$ cat config.mk
export PLATFORM = sky130hd
export DESIGN_NAME = cidf_core
export DESIGN_NICKNAME = d
export VERILOG_FILES = /design/src/rtl/cidf_pkg.sv /design/src/rtl/cidf_core.sv
export SDC_FILE = /design/constraint.sdc
export NUM_CORES = 1
export LEC_CHECK = 0
export BUFFER_PORTS_ARGS = -buffer_cell sky130_fd_sc_hd__buf_4
export CAP_MARGIN = 10
export CELL_PAD_IN_SITES_DETAIL_PLACEMENT = 1
export CELL_PAD_IN_SITES_GLOBAL_PLACEMENT = 2
export CORE_MARGIN = 5
export CORE_UTILIZATION = 38
export CTS_CLUSTER_DIAMETER = 120
export DETAILED_ROUTE_END_ITERATION = 6
export HOLD_SLACK_MARGIN = 0.08
export PLACE_DENSITY_LB_ADDON = 0.1
export SETUP_SLACK_MARGIN = 0.5
export SKIP_LAST_GASP = 1
export SLEW_MARGIN = 0
export SYNTH_ARGS = -nofsm -noshare
export SYNTH_HDL_FRONTEND = slang
export SYNTH_SLANG_ARGS = --single-unit
$ cat constraint.sdc
create_clock -name mclk -period 3.4 [get_ports mclk]
set_input_delay 0.85 -clock mclk [delete_from_list [all_inputs] [get_ports mclk]]
set_output_delay 0.85 -clock mclk [all_outputs]
set_load 0.05 [all_outputs]
$ cat src/rtl/cidf_pkg.sv
/*
 * Constants for the identifier filter and bit-time block: register map,
 * field positions, reset values and encodings.
 * Assumes a 32-bit classic Wishbone slave with word-aligned registers.
 */
package cidf_pkg;
    // Word byte addresses.
    localparam logic [7:0] CIDF_ADR_CTL0 = 8'h00;
    localparam logic [7:0] CIDF_ADR_CTL1 = 8'h04;
    localparam logic [7:0] CIDF_ADR_BTR0 = 8'h08;
    localparam logic [7:0] CIDF_ADR_BTR1 = 8'h0c;
    localparam logic [7:0] CIDF_ADR_RFLG = 8'h10;
    localparam logic [7:0] CIDF_ADR_IDAC = 8'h14;
    localparam logic [7:0] CIDF_ADR_ERRC = 8'h18;
    localparam logic [7:0] CIDF_ADR_PAT0 = 8'h20;
    localparam logic [7:0] CIDF_ADR_MSK0 = 8'h40;
    // Control register zero bits.
    localparam int CIDF_B_INIT_REQUEST_BIT = 0;
    localparam int CIDF_B_PDN = 1;
    localparam int CIDF_B_NORMAL = 2;
    // Control register one bits.
    localparam int CIDF_B_INIT_ACKNOWLEDGE_BIT = 0;
    localparam int CIDF_B_CLOCK_SOURCE_SELECT = 6;
    localparam int CIDF_B_ENABLE = 7;
    // Bus timing register zero: prescaler minus one [5:0], jump width [7:6].
    localparam int CIDF_B_SJW = 6;
    // Bus timing register one: seg1 [3:0], seg2 [6:4], three samples [7].
    localparam int CIDF_B_SEG2 = 4;
    localparam int CIDF_B_SAMP = 7;
    // Acceptance control: mode [5:4], hit index [2:0].
    localparam int CIDF_B_MODE = 4;
    localparam logic [7:0] CIDF_CTL0_RST = 8'h01;
    localparam logic [7:0] CIDF_CTL1_RST = 8'h01;
    localparam logic [7:0] CIDF_BTR1_RST = 8'h23;
    typedef enum logic [1:0] {
        CIDF_M32 = 2'h0, CIDF_M16 = 2'h1, CIDF_M8 = 2'h2, CIDF_MCLOSED = 2'h3
    } cidf_mode_e;
    // Bit-time phases; Gray codes along sync, seg1, seg2.
    typedef enum logic [1:0] {
        CIDF_SYNC = 2'h0, CIDF_SEG1 = 2'h1, CIDF_SEG2 = 2'h3, CIDF_IDLE = 2'h2
    } cidf_phase_e;
endpackage

$ cat src/rtl/cidf_core.sv
/*
 * Identifier acceptance filter, configuration lock and bit-time generator.
 * Assumes a classic Wishbone master on mclk, identifier frames delivered
 * by an external protocol engine with a one-cycle done strobe, and an
 * oscillator clock enable that is synchronous to mclk.
 */
// The register offsets and the Wishbone interface to the registers are this design's own decisions.
`timescale 1ns/1ps
`default_nettype none
module cidf_core
    import cidf_pkg::*;
#(
    parameter int PRESC_W = 6
) (
    input wire logic mclk,
    input wire logic rst_b,
    input wire logic wb_cyc_i,
    input wire logic wb_stb_i,
    input wire logic wb_we_i,
    input wire logic [7:0] wb_adr_i,
    input wire logic [3:0] wb_sel_i,
    input wire logic [31:0] wb_dat_i,
    output logic [31:0] wb_dat_o,
    output logic wb_ack_o,
    input wire logic osc_clk_en,
    input wire logic rx_done,
    input wire logic rx_ok,
    input wire logic [31:0] rx_idr,
    input wire logic tx_bit,
    input wire logic rx_pin,
    output logic bus_tx_output,
    output logic rx_buffer_full_flag,
    output logic sample_pulse,
    output logic sampled_bit,
    output logic tq_tick
);
    // The prescaler field shares its byte with the jump width above it.
    if (PRESC_W < 1 || PRESC_W > CIDF_B_SJW) begin : g_bad_presc
        $error("PRESC_W must be 1 to 6");
    end

    logic [7:0] ctl0_reg, ctl1_reg, btr0_reg, btr1_reg, idac_reg;
    logic [7:0] pat_reg [8];
    logic [7:0] msk_reg [8];
    logic enable_written_reg;
    logic [PRESC_W-1:0] presc_reg;
    logic [3:0] tq_cnt_reg;
    cidf_phase_e phase_reg;
    logic [2:0] samp_hist_reg;
    logic [7:0] hits;
    logic [2:0] hit_idx;
    logic any_hit;
    logic accept;
    cidf_mode_e mode;

    wire logic bus_req = wb_cyc_i & wb_stb_i & ~wb_ack_o;
    wire logic wr = bus_req & wb_we_i & wb_sel_i[0];
    wire logic init_ak = ctl1_reg[CIDF_B_INIT_ACKNOWLEDGE_BIT];
    wire logic cfg_wr = wr & init_ak;
    wire logic [7:0] wd = wb_dat_i[7:0];

    // Single-word match of the pattern and mask register windows.
    function automatic logic win_hit(input logic [7:0] a,
                                     input logic [7:0] base, input int i);
        win_hit = (a == base + 8'(i * 4));
    endfunction

    // Masked compare: mask bits set mean don't-care.
    function automatic logic mcmp(input logic [7:0] id, input logic [7:0] p,
                                  input logic [7:0] m);
        mcmp = ((id ^ p) & ~m) == 8'h00;
    endfunction

    // Identifier byte that filter g sees: all four bytes in 32-bit mode,
    // the first two in 16-bit mode and only the first in 8-bit mode.
    function automatic logic [7:0] id_byte(input logic [31:0] idr,
                                           input cidf_mode_e md,
                                           input int g);
        int lane;
        lane = 0;
        if (md == CIDF_M32) begin
            lane = g % 4;
        end else if (md == CIDF_M16) begin
            lane = g % 2;
        end
        id_byte = idr[31 - 8 * lane -: 8];
    endfunction

    // Bus slave answers every request one cycle later, unmapped reads zero.
    always_ff @(posedge mclk) begin
        if (!rst_b) begin
            wb_ack_o <= 1'b0;
        end else begin
            wb_ack_o <= bus_req;
        end
    end

    // Control zero is always writable; init acknowledge follows the request.
    always_ff @(posedge mclk) begin
        if (!rst_b) begin
            ctl0_reg <= CIDF_CTL0_RST;
        end else if (wr && wb_adr_i == CIDF_ADR_CTL0) begin
            ctl0_reg <= wd;
        end
    end

    // Locked configuration; the enable bit takes one write only once the control zero normal bit is set.
    always_ff @(posedge mclk) begin
        if (!rst_b) begin
            ctl1_reg <= CIDF_CTL1_RST;
            enable_written_reg <= 1'b0;
        end else begin
            ctl1_reg[CIDF_B_INIT_ACKNOWLEDGE_BIT] <= ctl0_reg[CIDF_B_INIT_REQUEST_BIT];
            if (cfg_wr && wb_adr_i == CIDF_ADR_CTL1) begin
                ctl1_reg[CIDF_B_ENABLE-1:1] <= wd[CIDF_B_ENABLE-1:1];
            end
            if (wr && wb_adr_i == CIDF_ADR_CTL1 && !enable_written_reg) begin
                ctl1_reg[CIDF_B_ENABLE] <= wd[CIDF_B_ENABLE];
                enable_written_reg <= ctl0_reg[CIDF_B_NORMAL];
            end
        end
    end

    // Timing and acceptance registers, writable only in init mode.
    always_ff @(posedge mclk) begin
        if (!rst_b) begin
            btr0_reg <= 8'h00;
            btr1_reg <= CIDF_BTR1_RST;
            idac_reg <= 8'h00;
        end else begin
            if (cfg_wr && wb_adr_i == CIDF_ADR_BTR0) begin
                btr0_reg <= wd;
            end
            if (cfg_wr && wb_adr_i == CIDF_ADR_BTR1) begin
                btr1_reg <= wd;
            end
            if (cfg_wr && wb_adr_i == CIDF_ADR_IDAC) begin
                idac_reg[7:3] <= wd[7:3]; // Hit index is read-only.
            end else if (accept) begin
                idac_reg[2:0] <= hit_idx;
            end
        end
    end

    // Eight pattern and eight mask bytes, each a word of its own.
    for (genvar g = 0; g < 8; g++) begin : g_filt_regs
        always_ff @(posedge mclk) begin
            if (!rst_b) begin
                pat_reg[g] <= 8'h00;
                msk_reg[g] <= 8'h00;
            end else if (cfg_wr) begin
                if (win_hit(wb_adr_i, CIDF_ADR_PAT0, g)) begin
                    pat_reg[g] <= wd;
                end
                if (win_hit(wb_adr_i, CIDF_ADR_MSK0, g)) begin
                    msk_reg[g] <= wd;
                end
            end
        end
    end

    // Byte-wise compare of the received identifier against each bank byte.
    // rx_idr holds the four identifier bytes in frame order, byte 0 first.
    assign mode = cidf_mode_e'(idac_reg[CIDF_B_MODE +: 2]);
    logic [7:0] byte_ok;
    for (genvar g = 0; g < 8; g++) begin : g_cmp
        assign byte_ok[g] = mcmp(id_byte(rx_idr, mode, g), pat_reg[g],
                                 msk_reg[g]);
    end

    // Section hits per mode, then lowest-numbered match wins.
    always_comb begin
        hits = 8'h00;
        case (mode)
            CIDF_M32: begin
                hits[0] = &byte_ok[3:0];
                hits[1] = &byte_ok[7:4];
            end
            CIDF_M16: begin
                hits[0] = &byte_ok[1:0];
                hits[1] = &byte_ok[3:2];
                hits[2] = &byte_ok[5:4];
                hits[3] = &byte_ok[7:6];
            end
            CIDF_M8: hits = {byte_ok[7:4], byte_ok[3:0]};
            default: hits = 8'h00;
        endcase
        any_hit = |hits;
        hit_idx = 3'h0;
        for (int i = 7; i >= 0; i--) begin
            if (hits[i]) begin
                hit_idx = 3'(i);
            end
        end
    end
    assign accept = rx_done & rx_ok & any_hit & ~init_ak;

    // Receive-full: set wins over software clear (write one to clear).
    always_ff @(posedge mclk) begin
        if (!rst_b) begin
            rx_buffer_full_flag <= 1'b0;
        end else if (accept) begin
            rx_buffer_full_flag <= 1'b1;
        end else if (wr && wb_adr_i == CIDF_ADR_RFLG && wd[0]) begin
            rx_buffer_full_flag <= 1'b0;
        end
    end

    // Quantum tick from the selected protocol clock. Bus clock is mclk.
    wire logic pclk_en = ctl1_reg[CIDF_B_CLOCK_SOURCE_SELECT] ? 1'b1 : osc_clk_en;
    wire logic running = ctl1_reg[CIDF_B_ENABLE] & ~init_ak;
    always_ff @(posedge mclk) begin
        if (!rst_b || !running) begin
            presc_reg <= '0;
            tq_tick <= 1'b0;
        end else begin
            tq_tick <= 1'b0;
            if (pclk_en) begin
                if (presc_reg >= btr0_reg[PRESC_W-1:0]) begin
                    presc_reg <= '0;
                    tq_tick <= 1'b1;
                end else begin
                    presc_reg <= presc_reg + 1'b1;
                end
            end
        end
    end

    // Phase sequencer: one sync quantum, then seg1 and seg2 of field+1.
    wire logic [3:0] seg1_last = btr1_reg[3:0];
    wire logic [3:0] seg2_last = {1'b0, btr1_reg[CIDF_B_SEG2 +: 3]};
    wire logic [1:0] sjw_len = btr0_reg[CIDF_B_SJW +: 2];
    always_ff @(posedge mclk) begin
        if (!rst_b || !running) begin
            phase_reg <= CIDF_IDLE;
            tq_cnt_reg <= 4'h0;
        end else if (tq_tick) begin
            case (phase_reg)
                CIDF_SYNC: begin
                    phase_reg <= CIDF_SEG1;
                    tq_cnt_reg <= 4'h0;
                end
                CIDF_SEG1: begin
                    if (tq_cnt_reg == seg1_last) begin
                        phase_reg <= CIDF_SEG2;
                        tq_cnt_reg <= 4'h0;
                    end else begin
                        tq_cnt_reg <= tq_cnt_reg + 4'h1;
                    end
                end
                CIDF_SEG2: begin
                    if (tq_cnt_reg == seg2_last) begin
                        phase_reg <= CIDF_SYNC;
                        tq_cnt_reg <= 4'h0;
                    end else begin
                        tq_cnt_reg <= tq_cnt_reg + 4'h1;
                    end
                end
                default: phase_reg <= CIDF_SYNC;
            endcase
        end
    end

    // Sample at end of seg1; with three samples take the majority there.
    wire logic samp_now = tq_tick && phase_reg == CIDF_SEG1 &&
                          tq_cnt_reg == seg1_last;
    always_ff @(posedge mclk) begin
        if (!rst_b) begin
            samp_hist_reg <= 3'h7;
            sample_pulse <= 1'b0;
            sampled_bit <= 1'b1;
        end else begin
            sample_pulse <= samp_now;
            if (tq_tick) begin
                samp_hist_reg <= {samp_hist_reg[1:0], rx_pin};
            end
            if (samp_now) begin
                if (btr1_reg[CIDF_B_SAMP]) begin
                    sampled_bit <= (samp_hist_reg[1] & samp_hist_reg[0]) |
                                   (samp_hist_reg[1] & rx_pin) |
                                   (samp_hist_reg[0] & rx_pin);
                end else begin
                    sampled_bit <= rx_pin;
                end
            end
        end
    end

    // Transmit drives a new bit at the start of sync; recessive when offline.
    always_ff @(posedge mclk) begin
        if (!rst_b || init_ak || ctl0_reg[CIDF_B_INIT_REQUEST_BIT] ||
            ctl0_reg[CIDF_B_PDN] || !running) begin
            bus_tx_output <= 1'b1;
        end else if (tq_tick && phase_reg == CIDF_SEG2 &&
                     tq_cnt_reg == seg2_last) begin
            bus_tx_output <= tx_bit;
        end
    end

    // Read mux; error counters read zero and writes there do nothing.
    always_ff @(posedge mclk) begin
        if (!rst_b) begin
            wb_dat_o <= 32'h0;
        end else begin
            wb_dat_o <= 32'h0;
            case (wb_adr_i)
                CIDF_ADR_CTL0: wb_dat_o[7:0] <= ctl0_reg;
                CIDF_ADR_CTL1: wb_dat_o[7:0] <= ctl1_reg;
                CIDF_ADR_BTR0: wb_dat_o[7:0] <= btr0_reg;
                CIDF_ADR_BTR1: wb_dat_o[7:0] <= btr1_reg;
                CIDF_ADR_RFLG: wb_dat_o[0] <= rx_buffer_full_flag;
                CIDF_ADR_IDAC: wb_dat_o[7:0] <= idac_reg;
                CIDF_ADR_ERRC: wb_dat_o <= 32'h0;
                default: begin
                    for (int i = 0; i < 8; i++) begin
                        if (win_hit(wb_adr_i, CIDF_ADR_PAT0, i)) begin
                            wb_dat_o[7:0] <= pat_reg[i];
                        end
                        if (win_hit(wb_adr_i, CIDF_ADR_MSK0, i)) begin
                            wb_dat_o[7:0] <= msk_reg[i];
                        end
                    end
                end
            endcase
        end
    end

    // Checks beside the logic.
    a_lock_btr: assert property (@(posedge mclk)
        disable iff (!rst_b)
        (wr && !init_ak && wb_adr_i == CIDF_ADR_BTR1) |=> $stable(btr1_reg))
        else $error("timing register changed outside init");
    a_closed_noflag: assert property (@(posedge mclk)
        disable iff (!rst_b)
        (mode == CIDF_MCLOSED && !rx_buffer_full_flag) |=>
        !rx_buffer_full_flag)
        else $error("closed filter set receive flag");
    a_accept_flag: assert property (@(posedge mclk)
        disable iff (!rst_b)
        accept |=> rx_buffer_full_flag && idac_reg[2:0] == $past(hit_idx))
        else $error("acceptance did not latch");
    a_tx_recessive: assert property (@(posedge mclk)
        disable iff (!rst_b)
        ctl0_reg[CIDF_B_INIT_REQUEST_BIT] |=> bus_tx_output)
        else $error("transmit not recessive in init");
    a_flag_cause: assert property (@(posedge mclk)
        disable iff (!rst_b)
        $rose(rx_buffer_full_flag) |-> $past(accept))
        else $error("flag set without accepted message");
    a_sync_one: assert property (@(posedge mclk)
        disable iff (!rst_b)
        (tq_tick && phase_reg == CIDF_SYNC) |=> phase_reg == CIDF_SEG1)
        else $error("sync segment longer than one quantum");
    a_enable_once: assert property (@(posedge mclk)
        disable iff (!rst_b)
        enable_written_reg |=> $stable(ctl1_reg[CIDF_B_ENABLE]))
        else $error("enable bit rewritten");
    a_low_priority: assert property (@(posedge mclk)
        disable iff (!rst_b)
        (hits[0]) |-> hit_idx == 3'h0)
        else $error("lowest filter not reported");
    // A transmit level change anywhere but the transmit point would
    // corrupt the bit that the other nodes are sampling.
    a_tx_hold: assert property (@(posedge mclk)
        disable iff (!rst_b)
        (running && !init_ak && !ctl0_reg[CIDF_B_INIT_REQUEST_BIT] &&
         !ctl0_reg[CIDF_B_PDN] && !(tq_tick && phase_reg == CIDF_SEG2 &&
         tq_cnt_reg == seg2_last)) |=> $stable(bus_tx_output))
        else $error("transmit changed away from the transmit point");
    a_presc_hold: assert property (@(posedge mclk)
        disable iff (!rst_b)
        (running && !pclk_en) |=> presc_reg == $past(presc_reg))
        else $error("prescaler ran without a protocol clock");
    a_errc_read: assert property (@(posedge mclk)
        disable iff (!rst_b)
        (bus_req && wb_adr_i == CIDF_ADR_ERRC) |=> wb_dat_o == 32'h0)
        else $error("error counter read not zero");
    c_accept: cover property (@(posedge mclk) accept);
    c_sample: cover property (@(posedge mclk) sample_pulse);
    c_multi: cover property (@(posedge mclk) accept && hits[1] && hits[0]);
    c_three: cover property (@(posedge mclk)
        samp_now && btr1_reg[CIDF_B_SAMP]);
    c_pair: cover property (@(posedge mclk) accept && mode == CIDF_M16);
endmodule // cidf_core
`default_nettype wire

-- Yosys cells after proc, flatten, opt, wreduce, memory -nomap -nowiden
Memories as Yosys holds them, arrays and structs flattened.
Cells that the tools add are included.
W data, S select, Z words.
- bits in writable memories: 128
- register bits: 93
- memories kept: 2
- word-level logic and storage cells: 292
- output and inout bits: 38
- bits of input ports: 86
- muxes and demuxes: 126
- shifts and indexed selects: 3
- eq/ne operators: 30
- add/sub/neg operators: 5
- $lt $le $gt $ge: 1
- bitwise logic cells: 58
- reduce and logical (&&, ||, !) cells: 46
- memory list (name ; words ; width ; read ports ; clocked after Yosys merged registers in ; write ports ; line ; source):
    msk_reg ; 8 ; 8 ; 8 ; 0 ; 8 ; cidf_core.sv:44 ; logic [7:0] msk_reg [8];
    pat_reg ; 8 ; 8 ; 8 ; 0 ; 8 ; cidf_core.sv:43 ; logic [7:0] pat_reg [8];
- operator list (operator ; number):
    $mux W8 ; 32
    $shiftx A39 B32 Y8 ; 3
    $sub A6 B32 Y32 const A ; 3
    $logic_not A8 Y1 ; 9
    $mux W1 ; 71
    $and A8 B8 Y8 ; 8
    $eq A8 B6 Y1 const B ; 8
    $eq A8 B7 Y1 const B ; 8
    $not A8 Y8 ; 8
    $xor A8 B8 Y8 ; 8
    $pmux W7 S6 ; 1
    $mux W29 ; 1
    $eq A8 B5 Y1 const B ; 3
    $mux W3 ; 8
    $or A1 B1 Y1 ; 18
    $eq A8 B4 Y1 const B ; 2
    $logic_and A1 B1 Y1 ; 13
    $and A1 B1 Y1 ; 12
    $mux W4 ; 3
    $pmux W2 S3 ; 2
    $pmux W4 S3 ; 1
    $reduce_and A2 Y1 ; 6
    $eq A8 B3 Y1 const B ; 1
    $mux W2 ; 4
    other kinds (21) ; 36

-- Logic depth before layout (Yosys ltp)
- depth in word-level cells: 18
- mapped depth: 13

-- Least setup slack after synthesis
Ideal clock, no wire load.
- path kind: input to register
- from: input port wb_adr_i[2]
- to: memory pat_reg[4][0] (netlist: pat_reg[1][0]), enable pin
- slack: 0.307 ns
- data arrival time: 2.709 ns
- cell stages on the path: 5
- cell sequence: clkbuf_1 or2_1 nor3_1 nand2_1 o21ai_0
- RTL lines (what ; line ; source):
    from (decl) ; cidf_core.sv:20 ; input wire logic [7:0] wb_adr_i,
    to (decl) ; cidf_core.sv:43 ;

-- Worst setup path after layout
- from: register idac_reg[5]
- to: register idac_reg[0]
- cells in the longest elaborated chain, start to end: 17
- elaborated cells between the ends (all ways): 52
- those cells by class: add/sub (3); eq/ne (2); shift (3); mux (15); bitwise (14); reduce/logical (15)
- RTL lines (what ; line ; source):
    from (decl) ; cidf_core.sv:42 ; logic [7:0] ctl0_reg, ctl1_reg, btr0_reg, btr1_reg, idac_reg;
    from (signal assigned) ; cidf_core.sv:138 ; idac_reg[7:3] <= wd[7:3];
    $eq A2 B1 Y1 ; cidf_core.sv:83, cidf_core.sv:174 ;
    $mux W1 ; cidf_core.sv:83 ; end else if (md == CIDF_M16) begin
    $mux W2 ; cidf_core.sv:81 ; if (md == CIDF_M32) begin
    $sub A6 B32 Y32 ; cidf_core.sv:86 ; id_byte = idr[31 - 8 * lane -: 8];
    $shiftx A39 B32 Y8 ; cidf_core.sv:86 ;
    $xor A8 B8 Y8 ; cidf_core.sv:71 ; mcmp = ((id ^ p) & ~m) == 8'h00;
    $and A8 B8 Y8 ; cidf_core.sv:71 ;
    $logic_not A8 Y1 ; cidf_core.sv:71 ;
    $mux W4 ; cidf_core.sv:174 ; case (mode)
    $mux W3 (8 in series) ; cidf_core.sv:191 ; if (hits[i]) begin
Parallel ways exist; a longest one is shown, timed or not.
A chain may end at the register's enable or synchronous reset.

==> metrics.txt <==
reg2reg end=idac_reg[0]; Routed Wire Length=43.2 mm; reg-to-reg setup timing slack=roughly 0.35 ns; Top FF cell, synth=edfxtp_1; Core Box Area=approximately 29,000 sq um; total power=approximately 5.3 mW; die span in y=181 um; Hold Path Sink=idac_reg[2]; commonest non-fill, non-tap cell in the layout=buf_4; H-tree Lvls=4; YS warnings=0; CTS tree=built; DRC violations left=0; # rows=62; simple logic cell fraction of the synthesized area=roughly a fifth; All-Layer GR Usage=~26%; Nets=about 1,400; HPWL after DPL=31.2 mm; GPL Wtd Cong=roughly 0.9; slew at the pin with the worst max-slew slack=between 0.6 and 0.7 ns; Compound-Gate Fraction of Synth Area=14.1%; first-pass GRT wire length=62.6 mm; Final Skew=0.0129 ns; FF+latch count, synth=just under 200; Setup TNS=0 ns; register area share after synthesis=a little under half; Ports=around 120; antenna viol nets, final=0; Area Growth Syn to Fin=22.1%; die area=32,800 sq um; fraction of layout cells with a size suffix above 1=about a fifth; HP Class=reg2reg; R2R cell count=13; vias in the first global route=around 9,400; Tmin final=a little over 3 ns; Clock Path Buffers=2; via count=~9,400; Hold Path Depth=2; Synth Area in XOR/XNOR=approximately 6.4%; CP Capture Type=flip-flop; ys async rst share=0%; fraction of the mapped netlist area in adder cells=roughly 1.3%; Via density=~5.6; GR Overflow Total=0; Clock Sinks=approximately 200; critical path arrival=around 3.4 ns; Final Hold Viols=0; count of input and output buffers=~70; Peak Freq=between 300 and 400 MHz; clock root buffer=clkbuf_16; maximum vdd drop=about 0.23 mV; FILL cells=between 3,000 and 4,000; Leakage=~5 nW; Worst-path clk slew=roughly 0.080 ns; final slew viol count=0; CP Launch Type=flip-flop; Finish-stage setup viols=0; most frequent cells in the layout=buf_4, and2_1, edfxtp_1, nand2_1, nor2_1; maxcap violations=0; register area=around 5200 sq um; post-synthesis mux area share=under 10%; largest family of logic cells by synthesized area=simple AND/OR/NAND/NOR gates; Crit Path Class=reg2reg; clk_lat worst skew=~0.45 ns; area of the multi-input gates=5810 sq um; initial antenna violation count=0; TritonCTS buffer count=17; pin count of the biggest net entering global routing=approximately 50; Final Cycle Share=around nine tenths; Initial DRC Count=approximately 1,000; Die W=181 um; outcome=finished, final reports clean; Slew HR=between 50 and 60%; Post-synth EDFFs=between 100 and 150; Pwr Density=388 nW/um^2; initial cell density of the core=between 30% and 40%; required time worst endpoint=between 3 and 4 ns; Syn Area/Cell=9.94 sq um; TritonRoute pass-1 iters=6; Post-Syn Instances=approximately 1,100; synthesized cell area=11,100 sq um; unrepaired setup endpoints after global routing=true; critical path fanouts, max=6; average wire per standard cell=25.9 um; reg2reg start=idac_reg[5]; Hold Crit Start=idac_reg[2]; Distinct cells, synth=just over 70
-- report_power, final --
part	leakage [nW]	switching, mW	internal [mW]
Sequential	1.88	0.0678	2.59
Clock	0.277	1.03	1.00
Combinational	2.85	0.375	0.207
Total	5.01	1.48	3.80
-- cell type report --
class,count,share of cell area (%)
diodes,2,0.0368
clock buffers,19,3.33
clock inverters,13,0.819
inverters,23,0.653
multi-input cells,852,42.7
flip-flops and latches,197,38.5
well taps,384,3.53
repair buffers,180,10.4
-- critical path: stages (launching register included) --
cell	delay [ns]
dfxtp_4	0.36
inv_4	0.07
ha_4	0.20
buf_12	0.16
mux2i_1	0.19
buf_4	0.15
mux2i_2	0.24
o2111ai_2	0.16
or4_4	0.59
o211ai_1	0.18
o211ai_1	0.17
and3_1	0.24
o31ai_2	0.07
o221ai_2	0.12
-- Yosys cell counts (2+ instances only) --
library cell	instances	area, sq um
and2_1	132	826
edfxtp_1	128	3840
nand2_1	95	357
nor2_1	88	330
dfxtp_1	69	1380
mux2i_1	58	581
o21ai_0	45	225
o22ai_1	43	269
clkbuf_1	41	154
xor2_1	41	359
xnor2_1	40	350
a21oi_1	39	195
nor2b_1	34	213
buf_4	24	180
inv_1	23	86.3
nand3_1	23	115
a22oi_1	18	135
nor3_1	14	70.1
a21boi_0	13	97.6
a222oi_1	13	130
ha_1	12	150
and3_1	11	68.8
nand2b_1	10	62.6
a31oi_1	7	43.8
mux2i_2	7	96.3
nand4_1	7	43.8
o221ai_1	6	52.6
a211oi_1	5	37.5
a221oi_1	5	43.8
nor4_1	5	31.3
or3_1	5	31.3
a21o_1	4	30.0
o211ai_1	4	30.0
buf_6	3	33.8
nand3b_1	3	22.5
nor4b_1	3	26.3
a2bb2oi_1	2	17.5
buf_2	2	10.0
o2111ai_1	2	17.5
o2111ai_2	2	30.0
o21a_1	2	15.0
or4_1	2	15.0
-- repair_timing --
action | 4_1_cts | 5_1_grt
endpoints found under the setup margin | 4 | 6
pin swaps | 16 | 9
resized for setup | 38 | 14
cloned | 2 | 0
hold buffers | 0 | 0
setup buffers | 11 | 2
-- kinds of logic (layout without fill, tap and decap cells) --
logic type      after synthesis  in the layout
simple gates                441            441
compound gates              229            229
flops                       197            197
buf+inv                      94            235
xor+xnor                     81             81
mux                          65             65
fa+ha+maj                    12             12
other cells                   1             26
-- through the flow --
stage	instance area [sq um]	util (%)	setup WS (ns)	instances	hold WS, ns
6_report	13600	47.1	0.351	1670	0.484
5_1_grt	13600	47.1	0.211	1668	0.494
4_1_cts	13500	46.8	0.386	1666	0.487
3_5_place_dp	12600	43.6	0.107	1621	0.474
3_3_place_gp	12600	43.6	0.216	1621	0.456
2_1_floorplan	11200	-	0.441	1143	0.439
-- metal layers --
metal	wire [um]	GRT usage (%)	share of wire (%)	vias up
li1	-	-	-	4296
met5	0	0	0	-
met1	19800	36.6	46	4651
met4	1160	8.23	2.7	0
met2	19300	39.9	45	357
met3	2840	4.48	6.6	67
-- how the worst max path moves through the flow --
stage / start / to / slack (ns) / depth (start not counted)
floorplan: wb_adr_i[2] / msk_reg[0][0] / 0.44 / 5
finish: idac_reg[5] / idac_reg[0] / 0.35 / 13
global route: idac_reg[5] / idac_reg[0] / 0.21 / 13
detailed placement: rx_idr[24] / idac_reg[2] / 0.11 / 10
CTS: idac_reg[5] / idac_reg[0] / 0.39 / 12
global placement: rx_idr[24] / idac_reg[0] / 0.22 / 10
Note: power is estimated with default switching activity, not from simulation.
